**src/pch_pkg.sv**
```systemverilog
package pch_pkg;
  // Configuration offsets, byte addresses
  localparam logic [7:0]  OFF_IDENT      = 8'h00;
  localparam logic [7:0]  OFF_CMD_STAT   = 8'h04;
  localparam logic [7:0]  OFF_CLASS_REV  = 8'h08;
  localparam logic [7:0]  OFF_HDR_LAT    = 8'h0c;
  localparam logic [7:0]  OFF_BASE0      = 8'h10;
  localparam logic [7:0]  OFF_BASE1      = 8'h14;
  localparam logic [7:0]  OFF_BASE2      = 8'h18;
  localparam logic [7:0]  OFF_BASE3      = 8'h1c;
  localparam logic [7:0]  OFF_BASE4      = 8'h20;
  localparam logic [7:0]  OFF_BASE5      = 8'h24;
  localparam logic [7:0]  OFF_CIS_PTR    = 8'h28;
  localparam logic [7:0]  OFF_SUBSYS     = 8'h2c;
  localparam logic [7:0]  OFF_GUARD      = 8'he0;
  localparam logic [7:0]  OFF_VEND_FIRST = 8'he4;
  localparam logic [7:0]  OFF_SUB_LOAD   = 8'hfc;
  localparam int          VEND_WORDS     = 6;

  // Identity codes, values arbitrary
  localparam logic [15:0] VENDOR_CODE    = 16'h0abc;
  localparam logic [15:0] DEVICE_CODE    = 16'h0123;
  localparam logic [7:0]  REVISION_CODE  = 8'h0a;

  localparam logic [23:0] CLASS_CODE     = 24'h040100;
  localparam logic [7:0]  HEADER_TYPE    = 8'h00;
  localparam logic [7:0]  SELF_TEST      = 8'h00;
  localparam logic [15:0] STATUS_VALUE   = 16'h0200;
  localparam logic [31:0] GUARD_KEY      = 32'h00004281;

  // Writable bit masks
  localparam logic [31:0] CMD_WR_MASK    = 32'h00000046;
  localparam int          CMD_MEM_EN_BIT = 1;
  localparam int          CMD_MASTER_BIT = 2;
  localparam logic [31:0] LAT_WR_MASK    = 32'h0000f800;
  localparam logic [31:0] BASE0_WR_MASK  = 32'hfffff000;
  localparam logic [31:0] BASE1_WR_MASK  = 32'hffff0000;
  localparam logic [31:0] ALL_MASK       = 32'hffffffff;
  localparam logic [31:0] ZERO_WORD      = 32'h00000000;

  // Serial memory timing
  localparam int          CLOCK_MHZ      = 50;
  localparam int          EE_HALF_NS     = 5000;
  localparam int          EE_HALF_CYC    = (EE_HALF_NS * CLOCK_MHZ + 999) / 1000;
  localparam int          EE_BITS        = 32;

  typedef enum logic [1:0] {RD_STRAP, RD_SHIFT, RD_FINISH, RD_DONE} pch_rd_state_t;
endpackage : pch_pkg

```
**src/pch_sid_if.sv**
```systemverilog
`timescale 1ns/100ps
interface pch_sid_if;
  logic        done;
  logic [31:0] data;

  modport reader (output done, output data);
  modport header (input done, input data);
endinterface : pch_sid_if

```
**src/pch_sid_reader.sv**
```systemverilog
`timescale 1ns/100ps
module pch_sid_reader (
  input  wire logic   clock,
  input  wire logic   nrst,
  input  wire logic   ee_present,
  input  wire logic   ee_data_in,
  output logic        ee_clk_q,
  output logic        ee_sel_q,
  pch_sid_if.reader   sid
);
  pch_pkg::pch_rd_state_t state_q, state_d;
  logic [15:0] div_q, div_d;
  logic [5:0]  bit_q, bit_d;
  logic [31:0] shift_q, shift_d;
  logic        clk_d, sel_d;
  logic        done_q, done_d;

  always_comb begin
    state_d = state_q;
    div_d   = div_q;
    bit_d   = bit_q;
    shift_d = shift_q;
    clk_d   = ee_clk_q;
    sel_d   = ee_sel_q;
    done_d  = 1'b0;
    case (state_q)
      pch_pkg::RD_STRAP: begin
        // Fetch only when a serial memory is fitted
        if (ee_present) begin
          state_d = pch_pkg::RD_SHIFT;
          sel_d   = 1'b1;
        end else begin
          state_d = pch_pkg::RD_DONE;
        end
      end
      pch_pkg::RD_SHIFT: begin
        if (div_q == 16'(pch_pkg::EE_HALF_CYC - 1)) begin
          div_d = 16'h0000;
          clk_d = ~ee_clk_q;
          if (!ee_clk_q) begin
            shift_d = {shift_q[30:0], ee_data_in};
            bit_d   = bit_q + 6'h01;
            if (bit_q == 6'(pch_pkg::EE_BITS - 1)) begin
              state_d = pch_pkg::RD_FINISH;
            end
          end
        end else begin
          div_d = div_q + 16'h0001;
        end
      end
      pch_pkg::RD_FINISH: begin
        if (div_q == 16'(pch_pkg::EE_HALF_CYC - 1)) begin
          clk_d   = 1'b0;
          sel_d   = 1'b0;
          done_d  = 1'b1;
          state_d = pch_pkg::RD_DONE;
        end else begin
          div_d = div_q + 16'h0001;
        end
      end
      pch_pkg::RD_DONE: begin
        state_d = pch_pkg::RD_DONE;
      end
      default: begin
        state_d = pch_pkg::RD_DONE;
      end
    endcase
  end

  always_ff @(posedge clock or negedge nrst) begin
    if (!nrst) begin
      state_q  <= pch_pkg::RD_STRAP;
      div_q    <= 16'h0000;
      bit_q    <= 6'h00;
      shift_q  <= 32'h00000000;
      ee_clk_q <= 1'b0;
      ee_sel_q <= 1'b0;
      done_q   <= 1'b0;
    end else begin
      state_q  <= state_d;
      div_q    <= div_d;
      bit_q    <= bit_d;
      shift_q  <= shift_d;
      ee_clk_q <= clk_d;
      ee_sel_q <= sel_d;
      done_q   <= done_d;
    end
  end

  assign sid.done = done_q;
  assign sid.data = shift_q;
endmodule : pch_sid_reader

```
**src/pch_top.sv**
```systemverilog
`timescale 1ns/100ps
module pch_top (
  input  wire logic        clock,
  input  wire logic        nrst,
  input  wire logic        cfg_req,
  input  wire logic        cfg_write,
  input  wire logic [7:2]  cfg_index,
  input  wire logic [3:0]  cfg_be,
  input  wire logic [31:0] cfg_wdata,
  output logic      [31:0] cfg_rdata_q,
  output logic             cfg_ack_q,
  input  wire logic        mem_addr_valid,
  input  wire logic [31:0] mem_addr,
  output logic             reg_claim_q,
  output logic             array_claim_q,
  output logic             master_enable_q,
  input  wire logic        ee_present,
  input  wire logic        ee_data_in,
  output logic             ee_clk_q,
  output logic             ee_sel_q
);
  pch_sid_if sid ();

  pch_sid_reader u_reader (
    .clock      (clock),
    .nrst       (nrst),
    .ee_present (ee_present),
    .ee_data_in (ee_data_in),
    .ee_clk_q   (ee_clk_q),
    .ee_sel_q   (ee_sel_q),
    .sid        (sid)
  );

  function automatic logic [5:0] idx(input logic [7:0] off);
    idx = off[7:2];
  endfunction : idx

  // Byte-enable merge limited to the writable bits
  function automatic logic [31:0] merge(input logic [31:0] old_v,
                                        input logic [31:0] new_v,
                                        input logic [3:0]  be,
                                        input logic [31:0] mask);
    logic [31:0] lanes;
    lanes = {{8{be[3]}}, {8{be[2]}}, {8{be[1]}}, {8{be[0]}}} & mask;
    merge = (old_v & ~lanes) | (new_v & lanes);
  endfunction : merge

  logic [31:0] cmd_q, cmd_d;
  logic [31:0] lat_q, lat_d;
  logic [31:0] base0_q, base0_d;
  logic [31:0] base1_q, base1_d;
  logic [31:0] guard_q, guard_d;
  logic [31:0] sub_q, sub_d;
  logic [31:0] vend_q [pch_pkg::VEND_WORDS];
  logic [31:0] vend_d [pch_pkg::VEND_WORDS];
  logic [31:0] rdata_d;
  logic        ack_d;
  logic        unlocked;
  logic        wr;
  logic [5:0]  vend_rel;
  logic        vend_hit;

  assign unlocked = (guard_q == pch_pkg::GUARD_KEY);
  assign wr       = cfg_req && cfg_write;
  assign vend_rel = cfg_index - idx(pch_pkg::OFF_VEND_FIRST);
  assign vend_hit = (cfg_index >= idx(pch_pkg::OFF_VEND_FIRST)) && (cfg_index < idx(pch_pkg::OFF_SUB_LOAD));

  // Write side of the header
  always_comb begin
    cmd_d   = cmd_q;
    lat_d   = lat_q;
    base0_d = base0_q;
    base1_d = base1_q;
    guard_d = guard_q;
    sub_d   = sub_q;
    for (int i = 0; i < pch_pkg::VEND_WORDS; i++) begin
      vend_d[i] = vend_q[i];
    end
    if (wr) begin
      case (cfg_index)
        idx(pch_pkg::OFF_CMD_STAT): begin
          cmd_d = merge(cmd_q, cfg_wdata, cfg_be, pch_pkg::CMD_WR_MASK);
        end
        idx(pch_pkg::OFF_HDR_LAT): begin
          lat_d = merge(lat_q, cfg_wdata, cfg_be, pch_pkg::LAT_WR_MASK);
        end
        idx(pch_pkg::OFF_BASE0): begin
          base0_d = merge(base0_q, cfg_wdata, cfg_be, pch_pkg::BASE0_WR_MASK);
        end
        idx(pch_pkg::OFF_BASE1): begin
          base1_d = merge(base1_q, cfg_wdata, cfg_be, pch_pkg::BASE1_WR_MASK);
        end
        idx(pch_pkg::OFF_GUARD): begin
          guard_d = merge(guard_q, cfg_wdata, cfg_be, pch_pkg::ALL_MASK);
        end
        idx(pch_pkg::OFF_SUB_LOAD): begin
          if (unlocked) begin
            sub_d = merge(sub_q, cfg_wdata, cfg_be, pch_pkg::ALL_MASK);
          end
        end
        default: begin
          if (vend_hit && unlocked) begin
            vend_d[vend_rel[2:0]] = merge(vend_q[vend_rel[2:0]], cfg_wdata, cfg_be, pch_pkg::ALL_MASK);
          end
          // Other offsets keep their value, no error raised
        end
      endcase
    end
    // Serial memory result takes precedence over a host load in the same cycle
    if (sid.done) begin
      sub_d = sid.data;
    end
  end

  // Read side of the header
  always_comb begin
    rdata_d = pch_pkg::ZERO_WORD;
    ack_d   = cfg_req;
    case (cfg_index)
      idx(pch_pkg::OFF_IDENT): begin
        rdata_d = {pch_pkg::DEVICE_CODE, pch_pkg::VENDOR_CODE};
      end
      idx(pch_pkg::OFF_CMD_STAT): begin
        rdata_d = {pch_pkg::STATUS_VALUE, cmd_q[15:0]};
      end
      idx(pch_pkg::OFF_CLASS_REV): begin
        rdata_d = {pch_pkg::CLASS_CODE, pch_pkg::REVISION_CODE};
      end
      idx(pch_pkg::OFF_HDR_LAT): begin
        rdata_d = {pch_pkg::SELF_TEST, pch_pkg::HEADER_TYPE, lat_q[15:0]};
      end
      idx(pch_pkg::OFF_BASE0): begin
        rdata_d = base0_q;
      end
      idx(pch_pkg::OFF_BASE1): begin
        rdata_d = base1_q;
      end
      idx(pch_pkg::OFF_BASE2), idx(pch_pkg::OFF_BASE3), idx(pch_pkg::OFF_BASE4),
      idx(pch_pkg::OFF_BASE5), idx(pch_pkg::OFF_CIS_PTR): begin
        rdata_d = pch_pkg::ZERO_WORD;
      end
      idx(pch_pkg::OFF_SUBSYS): begin
        rdata_d = sub_q;
      end
      idx(pch_pkg::OFF_GUARD): begin
        rdata_d = guard_q;
      end
      idx(pch_pkg::OFF_SUB_LOAD): begin
        rdata_d = sub_q;
      end
      default: begin
        if (vend_hit) begin
          rdata_d = vend_q[vend_rel[2:0]];
        end
      end
    endcase
  end

  always_ff @(posedge clock or negedge nrst) begin
    if (!nrst) begin
      cmd_q       <= pch_pkg::ZERO_WORD;
      lat_q       <= pch_pkg::ZERO_WORD;
      base0_q     <= pch_pkg::ZERO_WORD;
      base1_q     <= pch_pkg::ZERO_WORD;
      guard_q     <= pch_pkg::ZERO_WORD;
      sub_q       <= pch_pkg::ZERO_WORD;
      cfg_rdata_q <= pch_pkg::ZERO_WORD;
      cfg_ack_q   <= 1'b0;
      for (int i = 0; i < pch_pkg::VEND_WORDS; i++) begin
        vend_q[i] <= pch_pkg::ZERO_WORD;
      end
    end else begin
      cmd_q       <= cmd_d;
      lat_q       <= lat_d;
      base0_q     <= base0_d;
      base1_q     <= base1_d;
      guard_q     <= guard_d;
      sub_q       <= sub_d;
      cfg_rdata_q <= rdata_d;
      cfg_ack_q   <= ack_d;
      for (int i = 0; i < pch_pkg::VEND_WORDS; i++) begin
        vend_q[i] <= vend_d[i];
      end
    end
  end

  // Address decode, two stages for medium select timing
  logic reg_hit_q, reg_hit_d;
  logic arr_hit_q, arr_hit_d;
  logic reg_claim_d, arr_claim_d, master_d;

  always_comb begin
    reg_hit_d   = mem_addr_valid && cmd_q[pch_pkg::CMD_MEM_EN_BIT]
                  && (mem_addr[31:12] == base0_q[31:12]);
    arr_hit_d   = mem_addr_valid && cmd_q[pch_pkg::CMD_MEM_EN_BIT]
                  && (mem_addr[31:16] == base1_q[31:16]);
    reg_claim_d = reg_hit_q;
    arr_claim_d = arr_hit_q;
    master_d    = cmd_q[pch_pkg::CMD_MASTER_BIT];
  end

  always_ff @(posedge clock or negedge nrst) begin
    if (!nrst) begin
      reg_hit_q       <= 1'b0;
      arr_hit_q       <= 1'b0;
      reg_claim_q     <= 1'b0;
      array_claim_q   <= 1'b0;
      master_enable_q <= 1'b0;
    end else begin
      reg_hit_q       <= reg_hit_d;
      arr_hit_q       <= arr_hit_d;
      reg_claim_q     <= reg_claim_d;
      array_claim_q   <= arr_claim_d;
      master_enable_q <= master_d;
    end
  end
endmodule : pch_top
```
**config.mk**
```make
export PLATFORM = sky130hd
export DESIGN_NAME = pch_top
export DESIGN_NICKNAME = d
export VERILOG_FILES = /design/src/pch_pkg.sv /design/src/pch_sid_if.sv /design/src/pch_sid_reader.sv /design/src/pch_top.sv
export SDC_FILE = /design/constraint.sdc
export NUM_CORES = 1
export LEC_CHECK = 0
export BUFFER_PORTS_ARGS = -buffer_cell sky130_fd_sc_hd__buf_4
export CAP_MARGIN = 10
export CORE_MARGIN = 3
export CORE_UTILIZATION = 39
export DETAILED_ROUTE_END_ITERATION = 10
export GPL_TIMING_DRIVEN = 0
export PLACE_DENSITY = 0.6
export SLEW_MARGIN = 20
export SYNTH_ARGS = -nofsm -noshare
export SYNTH_HDL_FRONTEND = slang
export SYNTH_SLANG_ARGS = --single-unit
```
**constraint.sdc**
```tcl
create_clock -name clock -period 5.5 [get_ports clock]
set_input_delay 0.825 -clock clock [delete_from_list [all_inputs] [get_ports clock]]
set_output_delay 0.825 -clock clock [all_outputs]
set_load 0.01 [all_outputs]
```
==> summary.md <==
| Metric | Value |
|---|---|
| Status | complete, no violations |
| Final Cell Area | between 20,000 and 25,000 um^2 |
| Initial DRC count | roughly 1,200 |
| Num ports | 119 |
| Dpl cell area | between 20,000 and 25,000 um^2 |
| Final setup viols | 0 |
| Post-Syn Nets | about 1,500 |
| Slew of the pin with the lowest slew margin | between 1000 and 1500 ps |
| RSZ-0062 raised after global routing | no |
| H-tree Lvls | 2 |
| Min Tclk post-route | ~3400 ps |
| Setup Fix Bufs, Post-CTS | 0 |
| Die W | ~220 um |
| Share of cells above drive strength 1 | a little under two fifths |
| Synthesized cell area | about 19,000 um^2 |
| Fin crit share | about 63% |
| # port buffers | around 110 |
| Max Cap Viol | 0 |
| Area Overhead vs Synth | 16.78% |
| Asr flop ratio synth | 100.0% |
| IR drop worst, VDD | between 0.00015 and 0.0002 V |
| Post-cts sizing count | 0 |
| Max-slew violations | 0 |
| Die area | 50,560 um^2 |
| Critical path required time | between 5000 and 6000 ps |
| Drt via density | 5.728 |
| DRT antenna net count | 0 |
| CTS tree | built |
| GP Congestion | roughly 0.86 |
| Worst Setup Path Type | in -> reg |
| Worst-path clk slew | around 60 ps |
| Core Area | roughly 47,000 um^2 |
| Grt total ovfl | 0 |
| Antenna violations before repair | 0 |
| Post-synthesis cell type count | 63 |
| Nets | about 1,700 |
| Top_reg_cell synth | dfrtp_1 |
| EDFF count, synth | 0 |
| Worst min path class | in -> async |
| Pwr Density | 292.1 nW/um^2 |
| Worst path arrival time | a little under 4000 ps |
| Hold buffers post-CTS | 0 |
| CTS Buf Count | 44 |
| Starting Density | 39.79% |
| Seq cells post-synth | ~400 |
| ANT cells | 0 |
| Synthesis Warnings | 0 |
| Number of global-route vias before repair | approximately 13,000 |
| First-pass GRT wire length | between 80,000 and 90,000 um |
| Die H | 224.9 um |
| Clk root buf | clkbuf_16 |
| Proportion of synthesized chip area in sequential cells | 53.18% |
| Crit path max fanout | 10 |
| CTS sink count | just under 400 |
| Total power | approximately 6.4 mW |
| Synthesized area per cell | between 10 and 15 um^2 |
| Drt wl/cell | 24.51 um |
| Largest net degree at the start of global routing | between 100 and 150 |
| Rows | 79 |
| Min setup slack post-route | between 2000 and 2500 ps |
| Clk_lat worst skew | about 570 ps |
| Post-DP HPWL | around 40,000 um |
| Routed vias | 12,796 |
| Layout Skew | 13.58 ps |
| Remaining DRCs | 0 |
| Post-Syn Instances | about 1,400 |
| First-pass DRT Iterations | 5 |
| Fmax | about 290 MHz |
| Crit path launch type | input port |
| Total track usage | between 20% and 30% |
| Clk buf depth | 3 |
| CP endpoint kind | register |
| Hold Vio Cnt, Final | 0 |
| Setup WS pre-CTS | about 1600 ps |
| Routed wire length | approximately 55,000 um |
| Max_slew headroom | 24.74% |
| P_leak | 10.60 nW |
## worst max-delay path, stage by stage
cell and delay [ps]:
buf_4 140, buf_2 190, inv_1 160, ha_1 390
nor3b_2 690, buf_2 410, buf_1 570, a221oi_1 260
o21ai_0 220
## per-stage QoR
step                cells  util (%)  TNS [ps]  hold WS, ps
floorplan            1437         -         0        331.2
global placement     2150     43.10   -100710        337.0
detailed placement   2154     43.35         0        335.8
CTS                  2234     46.46         0        89.39
global route         2234     46.46         0        100.7
finish               2234     46.46         0        107.6
## where the power goes
group          total (mW)  switching [mW]  internal (mW)
clock                2.98            1.22           1.76
combinational       0.415           0.273          0.143
sequential           2.98          0.0309           2.95
total                6.37            1.52           4.85
## layout make-up
type / count / area (um^2)
Fill cell: 4259 / 25140
Sequential cell: 397 / 9935
Multi-Input combinational cell: 944 / 8279
Clock buffer: 65 / 1321
Timing Repair Buffer: 110 / 913.4
Tap cell: 607 / 759.5
Buffer: 88 / 436.7
Clock inverter: 15 / 140.1
Inverter: 8 / 30.03
## placed cells by master (no fill, tap or decap), types with 19 or more instances in the layout
| cell | netlist | layout |
|---|---|---|
| a221oi_1 | 19 | 19 |
| a22o_1 | 40 | 40 |
| buf_2 | 44 | 44 |
| buf_4 | 7 | 112 |
| clkbuf_1 | 30 | 38 |
| clkbuf_16 | 0 | 45 |
| dfrtp_1 | 397 | 397 |
| mux2_2 | 344 | 344 |
| mux2i_1 | 93 | 93 |
| nand2_1 | 36 | 36 |
| nand2b_1 | 28 | 28 |
| nand3_1 | 21 | 21 |
| nand4_1 | 20 | 20 |
| nor2_1 | 67 | 67 |
| o21ai_0 | 36 | 36 |
| o22ai_1 | 28 | 28 |
| o31a_1 | 27 | 27 |
| xnor2_1 | 28 | 28 |
| xor2_1 | 19 | 19 |
## worst paths after layout
check                                  start               endpoint  slack [ps]  cells past startpoint
worst max-delay path            cfg_index[2]        cfg_rdata_q[22]        2060                      9
worst min-delay path                    nrst  u_reader.sid.data[29]         110                      1
worst max register to register      register             vend_q[51]        2570                      7
worst min register to register   arr_claim_d          array_claim_q         350                      0
max in group asynchronous               nrst             vend_q[78]        3710                      4
min in group clock               arr_claim_d          array_claim_q         350                      0
## routing by layer
metal  GRT usage (%)  vias to the layer above  share of wire, %
li1                -                     5635                 -
met1           31.70                     6693                46
met2           33.84                      401                45
met3           3.759                       67               6.5
met4           5.352                        0               2.0
met5               0                        -                 0
## logic make-up after synthesis
| group | count (synthesis) | synth area share [%] |
|---|---|---|
| mux | 438 | 25.78 |
| buf+inv | 96 | 2.498 |
| xor+xnor | 48 | 2.291 |
| compound gates | 210 | 8.580 |
| simple gates | 235 | 6.798 |
| fa+ha+maj | 13 | 0.8708 |
| flops | 397 | 53.18 |
## cell usage after synthesis, drive strengths merged, types with 2 or more instances
cell type	count	area, um^2
or4	2	15.01
buf	56	314.0
o21a	2	15.01
and3	10	62.56
o22ai	28	175.2
xnor2	29	261.5
inv	8	30.03
nor3b	4	40.03
o21ai	37	185.2
nand3	21	105.1
nor4	15	115.1
xor2	19	166.4
o31ai	2	15.01
clkbuf	32	122.6
nand2b	29	183.9
a31o	4	35.03
a21oi	2	10.01
a221o	6	60.06
nor4b	4	41.29
mux2i	93	930.9
and4	2	17.52
a22o	40	350.3
a32o	2	20.02
o211ai	8	60.06
a222oi	5	50.05
nor3	5	25.02
or3	2	12.51
a21o	4	30.03
a22oi	13	97.59
dfrtp	397	9935
mux2	345	3885
nor2	68	262.8
a221oi	19	166.4
o221ai	6	52.55
nand2	37	141.4
nor2b	7	43.79
a31oi	2	12.51
ha	13	162.7
nand4	20	125.1
and2	4	25.02
o31a	27	236.5
Note: power is estimated with default switching activity, not from simulation.
